## config.mk

```make
export PLATFORM = sky130hd
export DESIGN_NAME = fifo_host
export DESIGN_NICKNAME = d
export VERILOG_FILES = /design/src/fifo_host_pkg.sv /design/src/stage_fifo.sv /design/src/fifo_host.sv
export VERILOG_INCLUDE_DIRS = /design/src
export SDC_FILE = /design/constraint.sdc
export NUM_CORES = 1
export LEC_CHECK = 0
export BUFFER_PORTS_ARGS = -buffer_cell sky130_fd_sc_hd__clkbuf_2
export CAP_MARGIN = 20
export CORE_UTILIZATION = 55
export DETAILED_ROUTE_END_ITERATION = 6
export GPL_TIMING_DRIVEN = 0
export PLACE_DENSITY = 0.84
export SKIP_LAST_GASP = 1
export SLEW_MARGIN = 20
export SYNTH_ARGS = -nofsm -noshare
export SYNTH_HDL_FRONTEND = slang
export SYNTH_SLANG_ARGS = --single-unit
```

## constraint.sdc

```tcl
create_clock -name clk -period 2.9 [get_ports clk]
set_input_delay 0.145 -clock clk [delete_from_list [all_inputs] [get_ports clk]]
set_output_delay 0.145 -clock clk [all_outputs]
set_load 0.03 [all_outputs]
```

## src/fifo_host_defs.svh

```systemverilog
`ifndef FIFO_HOST_DEFS_SVH
`define FIFO_HOST_DEFS_SVH

// Strobe high time in ns and in clock cycles (least time, rounds up)
`define STROBE_HIGH_NS 20
`define CLK_PERIOD_NS 10
`define STROBE_HIGH_CYC ((`STROBE_HIGH_NS + `CLK_PERIOD_NS - 1) / `CLK_PERIOD_NS)
// Strobe low time in ns and cycles
`define STROBE_LOW_NS 45
`define STROBE_LOW_CYC ((`STROBE_LOW_NS + `CLK_PERIOD_NS - 1) / `CLK_PERIOD_NS)
// Blocking window after first data-valid rise, ns and cycles
`define WINDOW_NS 40
`define WINDOW_CYC ((`WINDOW_NS + `CLK_PERIOD_NS - 1) / `CLK_PERIOD_NS)
// Clear pulse width, ns and cycles
`define CLEAR_NS 40
`define CLEAR_CYC ((`CLEAR_NS + `CLK_PERIOD_NS - 1) / `CLK_PERIOD_NS)
// Clear release to first write strobe, ns and cycles
`define CLEAR_TO_WR_NS 40
`define CLEAR_TO_WR_CYC ((`CLEAR_TO_WR_NS + `CLK_PERIOD_NS - 1) / `CLK_PERIOD_NS)
// Buffer capacity of the device
`define DEV_DEPTH 64
// Host-side staging FIFO depth
`define STAGE_DEPTH 4
// Counter width for all timers
`define TMR_W 4

`endif

```

## src/fifo_host_pkg.sv

```systemverilog
package fifo_host_pkg;
  typedef enum logic [2:0] {
    WR_CLEAR,
    WR_SETTLE,
    WR_IDLE,
    WR_HIGH,
    WR_LOW
  } wr_state_t;

  typedef enum logic [2:0] {
    RD_IDLE,
    RD_WINDOW,
    RD_HIGH,
    RD_WAIT_DROP,
    RD_LOW
  } rd_state_t;
endpackage

```

## src/stage_fifo.sv

```systemverilog
module stage_fifo #(
  parameter int WIDTH = 5,
  parameter int DEPTH = 4
) (
  input wire logic clk, // Clock
  input wire logic rst, // Synchronous reset
  input wire logic in_valid, // Source has a word
  output logic in_ready, // Space available
  input wire logic [WIDTH-1:0] in_data, // Word in
  output logic out_valid, // Word available
  input wire logic out_ready, // Sink takes word
  output logic [WIDTH-1:0] out_data // Word out
);
  localparam int AW = (DEPTH > 1) ? $clog2(DEPTH) : 1;

  initial begin
    if (DEPTH < 2 || (DEPTH & (DEPTH - 1)) != 0) $error("stage_fifo: DEPTH power of two >= 2");
    if (WIDTH < 1) $error("stage_fifo: WIDTH must be positive");
  end

  logic [WIDTH-1:0] mem_q [DEPTH];
  logic [AW-1:0] wp_q;
  logic [AW-1:0] rp_q;
  logic [AW:0] cnt_q;
  logic push;
  logic pop;

  // Honest flags from the fill count
  assign in_ready = (cnt_q != (AW+1)'(DEPTH));
  assign out_valid = (cnt_q != '0);
  assign push = in_valid && in_ready;
  assign pop = out_valid && out_ready;
  assign out_data = mem_q[rp_q];

  // Storage write
  always_ff @(posedge clk) begin
    if (push) begin
      mem_q[wp_q] <= in_data;
    end
  end

  // Pointers and count
  always_ff @(posedge clk) begin
    if (rst) begin
      wp_q <= '0;
      rp_q <= '0;
      cnt_q <= '0;
    end else begin
      if (push) wp_q <= wp_q + 1'b1;
      if (pop) rp_q <= rp_q + 1'b1;
      if (push && !pop) cnt_q <= cnt_q + 1'b1;
      else if (pop && !push) cnt_q <= cnt_q - 1'b1;
    end
  end
endmodule // stage_fifo

```

## src/fifo_host.sv

```systemverilog
// Behaviour
// - Strobes derived from ready flags only.
// - Pulse violation needs clear, data lost.
// - Block reads 40 ns after empty write.
// - Or read only past half full.
// - Hold first read 40 ns after valid.
// - Keep read high until valid drops.
// - Latch output word on read rise.
// - Width expansion ANDs flags of devices.
`include "fifo_host_defs.svh"

module fifo_host #(
  parameter int WIDTH = 5,
  parameter int LANES = 1,
  parameter int STAGE_DEPTH = `STAGE_DEPTH
) (
  input wire logic clk, // Clock
  input wire logic rst, // Synchronous reset
  input wire logic clear_req, // Pulse: request device clear
  input wire logic src_valid, // Source word available
  output logic src_ready, // Staging FIFO has room
  input wire logic [WIDTH*LANES-1:0] src_data, // Source word
  output logic snk_valid, // Received word valid pulse
  output logic [WIDTH*LANES-1:0] snk_data, // Received word
  output logic busy_clear, // Clear in progress
  output logic clear_n, // Device clear, active low
  output logic wr_strobe, // Device write strobe
  output logic [WIDTH*LANES-1:0] wr_data, // Device input word
  input wire logic [LANES-1:0] space_available, // Device space flags
  output logic rd_strobe, // Device read strobe
  input wire logic [LANES-1:0] data_valid, // Device data-valid flags
  input wire logic [WIDTH*LANES-1:0] rd_data // Device output word
);
  localparam int TW = `TMR_W;
  localparam logic [TW-1:0] HI_CYC = TW'(`STROBE_HIGH_CYC);
  localparam logic [TW-1:0] LO_CYC = TW'(`STROBE_LOW_CYC);
  localparam logic [TW-1:0] WIN_CYC = TW'(`WINDOW_CYC);
  localparam logic [TW-1:0] CLR_CYC = TW'(`CLEAR_CYC);
  localparam logic [TW-1:0] SET_CYC = TW'(`CLEAR_TO_WR_CYC);
  localparam int DW = WIDTH * LANES;

  initial begin
    if (WIDTH != 4 && WIDTH != 5) $error("fifo_host: WIDTH must be 4 or 5");
    if (LANES < 1) $error("fifo_host: LANES must be positive");
  end

  // Synchronisers for device flags and data
  logic [LANES-1:0] sa_m_q, sa_q, dv_m_q, dv_q;
  logic [DW-1:0] rdd_m_q, rdd_q;
  always_ff @(posedge clk) begin
    if (rst) begin
      sa_m_q <= '0;
      sa_q <= '0;
      dv_m_q <= '0;
      dv_q <= '0;
      rdd_m_q <= '0;
      rdd_q <= '0;
    end else begin
      sa_m_q <= space_available;
      sa_q <= sa_m_q;
      dv_m_q <= data_valid;
      dv_q <= dv_m_q;
      rdd_m_q <= rd_data;
      rdd_q <= rdd_m_q;
    end
  end

  // Composite flags across parallel devices
  logic all_space, all_valid, any_valid;
  assign all_space = &sa_q;
  assign all_valid = &dv_q;
  assign any_valid = |dv_q;

  // Staging FIFO in front of the write side
  logic stg_valid, stg_pop;
  logic [DW-1:0] stg_data;
  stage_fifo #(.WIDTH(DW), .DEPTH(STAGE_DEPTH)) u_stage (
    .clk(clk),
    .rst(rst),
    .in_valid(src_valid),
    .in_ready(src_ready),
    .in_data(src_data),
    .out_valid(stg_valid),
    .out_ready(stg_pop),
    .out_data(stg_data)
  );

  // Write side state
  fifo_host_pkg::wr_state_t wst_q;
  logic [TW-1:0] wtmr_q;
  logic clear_pend_q;
  logic empty_wr_q; // Write issued while device known empty
  logic rst_q; // Reset delayed by one cycle
  logic dev_empty_q; // Device known empty from the host's view
  logic rst_d_low; // Delayed reset is low
  logic rd_fell_q; // Read strobe has just fallen

  // Pending clear request, set wins over clear
  always_ff @(posedge clk) begin
    if (rst) begin
      clear_pend_q <= 1'b1;
    end else if (clear_req) begin
      clear_pend_q <= 1'b1;
    end else if (wst_q == fifo_host_pkg::WR_CLEAR) begin
      clear_pend_q <= 1'b0;
    end
  end

  // Write strobe sequencer: strobe rises only on space, stays high until space drops
  // A pending clear must not pop a word that would then never be written
  assign stg_pop = (wst_q == fifo_host_pkg::WR_IDLE) && stg_valid && all_space &&
                   !clear_pend_q;
  always_ff @(posedge clk) begin
    if (rst) begin
      wst_q <= fifo_host_pkg::WR_CLEAR;
      wtmr_q <= '0;
      wr_data <= '0;
      empty_wr_q <= 1'b0;
    end else begin
      empty_wr_q <= 1'b0;
      unique case (wst_q)
        fifo_host_pkg::WR_CLEAR: begin
          // Strobe held low through release so space rises, nothing stored
          wtmr_q <= wtmr_q + 1'b1;
          if (wtmr_q >= CLR_CYC - 1'b1) begin
            wst_q <= fifo_host_pkg::WR_SETTLE;
            wtmr_q <= '0;
          end
        end
        fifo_host_pkg::WR_SETTLE: begin
          wtmr_q <= wtmr_q + 1'b1;
          if (wtmr_q >= SET_CYC - 1'b1) begin
            wst_q <= fifo_host_pkg::WR_IDLE;
            wtmr_q <= '0;
          end
        end
        fifo_host_pkg::WR_IDLE: begin
          if (clear_pend_q) begin
            wst_q <= fifo_host_pkg::WR_CLEAR;
            wtmr_q <= '0;
          end else if (stg_pop) begin
            wr_data <= stg_data;
            empty_wr_q <= ~any_valid && (rst_q == 1'b0) && dev_empty_q;
            wst_q <= fifo_host_pkg::WR_HIGH;
            wtmr_q <= '0;
          end
        end
        fifo_host_pkg::WR_HIGH: begin
          // Hold high at least the minimum, and until space flag drops
          if (wtmr_q < HI_CYC) wtmr_q <= wtmr_q + 1'b1;
          if (wtmr_q >= HI_CYC - 1'b1 && !all_space) begin
            wst_q <= fifo_host_pkg::WR_LOW;
            wtmr_q <= '0;
          end
        end
        fifo_host_pkg::WR_LOW: begin
          wtmr_q <= wtmr_q + 1'b1;
          if (wtmr_q >= LO_CYC - 1'b1) begin
            wst_q <= fifo_host_pkg::WR_IDLE;
            wtmr_q <= '0;
          end
        end
      endcase
    end
  end

  assign wr_strobe = (wst_q == fifo_host_pkg::WR_HIGH);
  assign clear_n = (wst_q != fifo_host_pkg::WR_CLEAR);
  assign busy_clear = (wst_q == fifo_host_pkg::WR_CLEAR) || (wst_q == fifo_host_pkg::WR_SETTLE);

  // Tracks whether the device is empty from the host's view
  always_ff @(posedge clk) begin
    rst_q <= rst;
  end
  always_ff @(posedge clk) begin
    if (rst) begin
      dev_empty_q <= 1'b1;
    end else if (wst_q == fifo_host_pkg::WR_CLEAR) begin
      dev_empty_q <= 1'b1;
    end else if (wr_strobe) begin
      dev_empty_q <= 1'b0;
    end else if (rst_d_low && !any_valid && rd_fell_q) begin
      dev_empty_q <= 1'b1;
    end
  end
  assign rst_d_low = ~rst_q;

  // Read side state
  fifo_host_pkg::rd_state_t rst_st_q;
  logic [TW-1:0] rtmr_q;
  logic first_q; // Next valid rise is the first after empty

  // Arm the first-read hold when a write meets an empty device
  always_ff @(posedge clk) begin
    if (rst || wst_q == fifo_host_pkg::WR_CLEAR) begin
      first_q <= 1'b1;
    end else if (empty_wr_q) begin
      first_q <= 1'b1;
    end else if (rst_st_q == fifo_host_pkg::RD_WINDOW) begin
      first_q <= 1'b0;
    end
  end

  // Read strobe sequencer with handshake on data-valid
  always_ff @(posedge clk) begin
    if (rst) begin
      rst_st_q <= fifo_host_pkg::RD_IDLE;
      rtmr_q <= '0;
      snk_valid <= 1'b0;
      snk_data <= '0;
      rd_fell_q <= 1'b0;
    end else begin
      snk_valid <= 1'b0;
      rd_fell_q <= 1'b0;
      unique case (rst_st_q)
        fifo_host_pkg::RD_IDLE: begin
          rtmr_q <= '0;
          if (all_valid && clear_n && !busy_clear) begin
            rst_st_q <= first_q ? fifo_host_pkg::RD_WINDOW : fifo_host_pkg::RD_HIGH;
            if (!first_q) begin
              snk_data <= rdd_q;
              snk_valid <= 1'b1;
            end
          end
        end
        fifo_host_pkg::RD_WINDOW: begin
          // Wait out the ignore window after the first valid rise
          rtmr_q <= rtmr_q + 1'b1;
          if (rtmr_q >= WIN_CYC - 1'b1) begin
            rst_st_q <= fifo_host_pkg::RD_HIGH;
            rtmr_q <= '0;
            snk_data <= rdd_q;
            snk_valid <= 1'b1;
          end
        end
        fifo_host_pkg::RD_HIGH: begin
          if (rtmr_q < HI_CYC) rtmr_q <= rtmr_q + 1'b1;
          if (rtmr_q >= HI_CYC - 1'b1) begin
            rst_st_q <= fifo_host_pkg::RD_WAIT_DROP;
          end
        end
        fifo_host_pkg::RD_WAIT_DROP: begin
          // Strobe stays high until every device drops valid
          if (!any_valid) begin
            rst_st_q <= fifo_host_pkg::RD_LOW;
            rtmr_q <= '0;
            rd_fell_q <= 1'b1;
          end
        end
        fifo_host_pkg::RD_LOW: begin
          rtmr_q <= rtmr_q + 1'b1;
          if (rtmr_q >= LO_CYC - 1'b1) begin
            rst_st_q <= fifo_host_pkg::RD_IDLE;
            rtmr_q <= '0;
          end
        end
      endcase
      if (wst_q == fifo_host_pkg::WR_CLEAR) begin
        rst_st_q <= fifo_host_pkg::RD_IDLE;
        rtmr_q <= '0;
      end
    end
  end

  assign rd_strobe = (rst_st_q == fifo_host_pkg::RD_HIGH) ||
                     (rst_st_q == fifo_host_pkg::RD_WAIT_DROP);
endmodule // fifo_host

```

# After elaboration in Yosys (flattened, before gate mapping)
# Memory sizes are Yosys's and may differ from the RTL's. A register that Yosys moved wholly into a read port is not among the register bits.
# Cells that the tools add are included.
dict set report classes {
  muxes 41
  n_eq_ne 22
  n_reduce_logical 42
  n_div 0
  add_sub_neg 6
  n_bitwise 6
  shifts 0
  order_cmp 8
  n_mul 0
}
# op count
set op_table {}
lappend op_table {{$mux 4} 10}
lappend op_table {{$mux 3} 13}
lappend op_table {{$pmux 3 s5} 2}
lappend op_table {{$pmux 4 s5} 1}
lappend op_table {{$ne 2x2->1 const B} 9}
lappend op_table {{$pmux 4 s4} 1}
lappend op_table {{$mux 5} 3}
lappend op_table {{$logic_and 1x1->1} 14}
lappend op_table {{$eq 3x2->1 const B} 4}
lappend op_table {{$pmux 5 s2} 1}
lappend op_table {{$reduce_and 5->1} 2}
lappend op_table {{$reduce_or 2->1} 5}
lappend op_table {{$add 4x1->4 const B} 2}
lappend op_table {{$ge 4x1->1 const B} 2}
lappend op_table {{$ge 4x2->1 const B} 2}
lappend op_table {{$ge 4x3->1 const B} 2}
lappend op_table {{$lt 4x2->1 const B} 2}
lappend op_table {{$mux 1} 8}
lappend op_table {{$eq 3x1->1 const B} 2}
lappend op_table {{$eq 3x3->1 const B} 2}
lappend op_table {{$logic_not 1->1} 6}
lappend op_table {{$logic_not 3->1} 2}
lappend op_table {{$not 1->1} 6}
lappend op_table {{$reduce_bool 2->1} 3}
lappend op_table {{15 further kinds} 21}
dict set report totals {
  mem_bits_ro 0
  out_inout_bits 16
  memories 1
  latchBits 0
  ff_bits 47
  ram_bits 20
}
# memory words word_bits read_ports rd_clocked_by_memory_dff wr line
set mem_list {}
lappend mem_list {u_stage.mem_q 4 5 1 1 1 stage_fifo.sv:21} ;# logic [WIDTH-1:0] mem_q [DEPTH];

# Logic depth before layout (Yosys ltp)
dict set report logic_depth {
  ltp_word 8
  ltp_mapped 10
  depth_no_buf 9
}

# By module
# Synthesis repeated with hierarchy kept, for this count alone.
dict set report unflattened {
  cells_unflattened 301
  hier_area_um2 3273.1
}
# mod cells_each instances seq_area_each_um2 area_each_um2
set by_module_without_submodules {}
lappend by_module_without_submodules {fifo_host 227 1 900.9 2069.5}
lappend by_module_without_submodules {stage_fifo 74 1 780.7 1203.7}

# Worst setup path before layout
# Ideal clock, no wire load.
dict set report synth_path {
  path_type {reg-to-reg}
  start {register wst_q[0]}
  end {register u_stage.cnt_q[2]}
  setup_ps 70
  n_path_buf 1
  synth_period_minus_slack_ps 2257
  path_slack_ps 643
  arrival_ps 2187
  stages_incl_launch_ff 11
  path_cell_list {dfxtp_1 > buf_6 > or4b_4 > nor2_4 > inv_1 > ha_1 > inv_1 > fa_1 > xor2_1 > or3_1 > a21oi_1}
}
dict set report synth_between {
  elab_chain_cells 8
}
# element line
set synth_rtl {}
lappend synth_rtl {{from (decl)} fifo_host.sv:89} ;# fifo_host_pkg::wr_state_t wst_q;
lappend synth_rtl {{from (signal assigned)} fifo_host.sv:115} ;# wst_q <= fifo_host_pkg::WR_CLEAR;
lappend synth_rtl {{from (signal assigned)} fifo_host.sv:126} ;# wst_q <= fifo_host_pkg::WR_SETTLE;
lappend synth_rtl {{from (signal assigned)} fifo_host.sv:133} ;# wst_q <= fifo_host_pkg::WR_IDLE;
lappend synth_rtl {{$eq 3x2->1 *} fifo_host.sv:111} ;# assign stg_pop = (wst_q == fifo_host_pkg::WR_IDLE) && stg_valid && all_space &&
lappend synth_rtl {{$logic_and 1x1->1 * (3 in series)} fifo_host.sv:111}
lappend synth_rtl {{$logic_and 1x1->1 *} stage_fifo.sv:32} ;# assign pop = out_valid && out_ready;
lappend synth_rtl {{$logic_not 1->1} stage_fifo.sv:51} ;# if (push && !pop) cnt_q <= cnt_q + 1'b1;
lappend synth_rtl {{$logic_and 1x1->1} stage_fifo.sv:51}
lappend synth_rtl {{$mux 3 or $reduce_bool 2->1 (tied branches)} n/a}
lappend synth_rtl {{to (signal assigned)} stage_fifo.sv:51}
lappend synth_rtl {{to (signal assigned)} stage_fifo.sv:52} ;# else if (pop && !push) cnt_q <= cnt_q - 1'b1;
lappend synth_rtl {{to (decl)} stage_fifo.sv:24} ;# logic [AW:0] cnt_q;
# Every way passes the cells marked *; elsewhere a longest branch is shown, timed or not.
# A chain may end at the register's enable or synchronous reset.

# Worst setup path after layout
dict set report layout_path {
  start {register wst_q[1]}
  end {register u_stage.cnt_q[2]}
}
# Same word-level chain as after synthesis.

==> impl_metrics.ini <==
[detailed_routing]
wl_met1_mm = 2.663
route.met3.wl_um = 265
dr_total_vias = 2303
vias_per_cell = 5.658
firstDrtPassIters = 4
wl_met2_mm = 2.914
drtIter0Drc = 76
topRoutingLayerUsed = met4
detail-route-antenna-nets = 0
wl_mm = 5.912
post-route-drc-count = 0
wl_per_cell_um = 14.53

[sta]
fin_crit_sh_pct = 88.23
fmax_mhz = 390.8
setup_viol = 0
fin_tns_setup_ns = 0
slew_violations = 0
worst_pin_slew_ns = 0.5805
min_period_ns = 2.559
skew_ns = 0.008731
hold_violations = 0
rsz0062_at_grt = no
setup_ws_ns = 0.3414
relSlewSlack_pct = 60.97

[cts]
cts_setup_buffers = 0
cts_root_buf = clkbuf_8
cts_sinks = 72
cts_buffers = 9
clock_latency_ns = 0.35
cts-resized-gates = 0
h-tree-depth = 3
hold_buffers = 2
clk_path_buf_depth = 2
path_clk_slew_ns = 0.08
cts_tree = built

[finish]
final_nets = 358
final_common_cell = dfxtp_1
layout_common_cells = dfxtp_1, clkbuf_2, nor2_1
area_growth_pct = 15.29
antenna_cells = 0
fill_cells = 440
drive_above_1_share_pct = 18.51

[yosys]
synth-edff-count = 20
yosysWarnings = 0
synth_seq_cells = 72
yosys-top-cells-area = dfxtp_1, edfxtp_1, ha_1
synth-seq-area-share_pct = 52.65
ys_types = 57
syn-num-nets = 313
synth_flop_cell = dfxtp_1
synth_top_area_share_pct = 33.39
async_reset_ff_share_pct = 0
syn-cell-area_um2 = 3118
syn_area_per_cell_um2 = 10.94
syn_inst = 285
synth_top_cell_by_area = dfxtp_1

[floorplan]
ios = 32
die_h_um = 77.30
start_util_pct = 56.97
dieArea_um2 = 5975
rows = 27
core_um2 = 5473
die_w_um = 77.30

[critical_path]
cp-end-kind = flip-flop
worstPathRequired_ns = 3.17
worstPathArrival_ns = 2.83
worstSetupStartpointType = flip-flop
crit_type = flip-flop to flip-flop
crit_path_max_fanout = 10

[pwr]
power_uw = 2111
power_density_nw_per_um2 = 587.3
p_leak_uw = 0.001381
switching_power_uw = 536.6
combPwrFrac_pct = 9.0
p_seq_share_pct = 53.1
irDropWorstVdd_mv = 0.3690
clockPowerShare_pct = 38.0
p_sw_share_pct = 25.42
intPower_uw = 1575

[status]
run_status = finished, final reports clean

[worst_hold_path]
hp-class = input port to flip-flop

[global_route]
grt_pass1_vias = 2134
grt_start_max_net_pins = 15
grt_util_all_layers_pct = 21.34
grt_overflow_total = 0
grt_pass1_wl_mm = 9.798
antenna_found_initial = 0

[place]
dp_hpwl_mm = 4.073
portBuffers = 31
dp_slack_ns = 0.4034
gp_congestion = 0.8966

[flow_run]
maxCapViolCount = 0
area by class of cell:
type,instances,area [um^2],area share [%]
Multi-Input combinational cell,186,1364,37.94
Inverter,11,41.29,1.149
Sequential cell,72,1642,45.67
Clock inverter,7,77.57,2.158
Timing Repair Buffer,34,185.2,5.151
Buffer,16,71.32,1.984
Clock buffer,9,123.9,3.446
Tap cell,72,90.09,2.506
synth_stat cells, drive strengths merged (5+ instances only):
library cell	instances
nand3	7
clkbuf	14
nor2	29
nor2b	15
nor3	6
nand2b	7
ha	11
a21oi	13
inv	11
dfxtp	52
mux4	5
o21ai	15
mux2i	8
edfxtp	20
registers in the layout (all words and copies together) (netlist names), 2 cells and up:
| name | cells |
|---|---|
| u_stage.rp_q | 2 |
| rdd_m_q | 5 |
| rdd_q | 5 |
| u_stage.wp_q | 2 |
| wr_data | 5 |
| wst_q | 3 |
| wtmr_q | 4 |
| snk_data | 5 |
| u_stage.cnt_q | 3 |
| rst_st_q | 3 |
| rtmr_q | 4 |
| u_stage.mem_q | 20 |
power groups by stage:
stage	Clock [uW]	Combinational, uW	Sequential, uW
6_report	802	189	1120
3_3_place_gp	0	174	1140
3_5_place_dp	0	183	1140
2_1_floorplan	0	136	1130
5_1_grt	854	212	1130
4_1_cts	810	188	1120
layer usage:
layer / up-vias / GRT usage [%]
met5: - / 0
met4: 0 / 6.981
met3: 9 / 6.071
met2: 61 / 35.66
met1: 1110 / 26.45
li1: 1123 / -
worst paths after layout:
path              startpoint  depth (start not counted)          endpoint  slack (ns)
min          space_available                          2            sa_m_q        0.01
max                 wst_q[1]                          9  u_stage.cnt_q[2]        0.34
max reg2reg         wst_q[1]                          9  u_stage.cnt_q[2]        0.34
min reg2reg       empty_wr_q                          1           first_q        0.43
through the flow:
step	hold WS (ns)	area (um^2)	cells	util [%]
after floorplan	0.1727	3118	285	-
after global placement	0.2856	3363	388	61.45
after detailed placement	0.2852	3363	388	61.45
after CTS	0.007575	3585	406	65.50
after global routing	0.003868	3595	407	65.68
final	0.01070	3595	407	65.68
kinds of logic (layout without fill, tap and decap cells):
logic type / count (synthesis) / after routing / synth area share, %
AO/OA/AOI/OAI: 59 / 59 / 12.80
XOR/XNOR: 5 / 5 / 1.405
adder cells (fa/ha/maj): 13 / 13 / 5.377
buffers and inverters: 27 / 77 / 3.612
flip-flops: 72 / 72 / 52.65
multiplexers: 13 / 13 / 6.180
AND/OR/NAND/NOR: 96 / 96 / 17.98
critical path, stage by stage (launching register included):
cell and delay (ns):
dfxtp_1 0.49, or4b_4 0.55, nor2_4 0.28, inv_1 0.09, ha_1 0.23, inv_1 0.09
fa_1 0.19, xor2_1 0.10, or3_1 0.32, a21oi_1 0.14
Power figures use the tool's default switching activity.
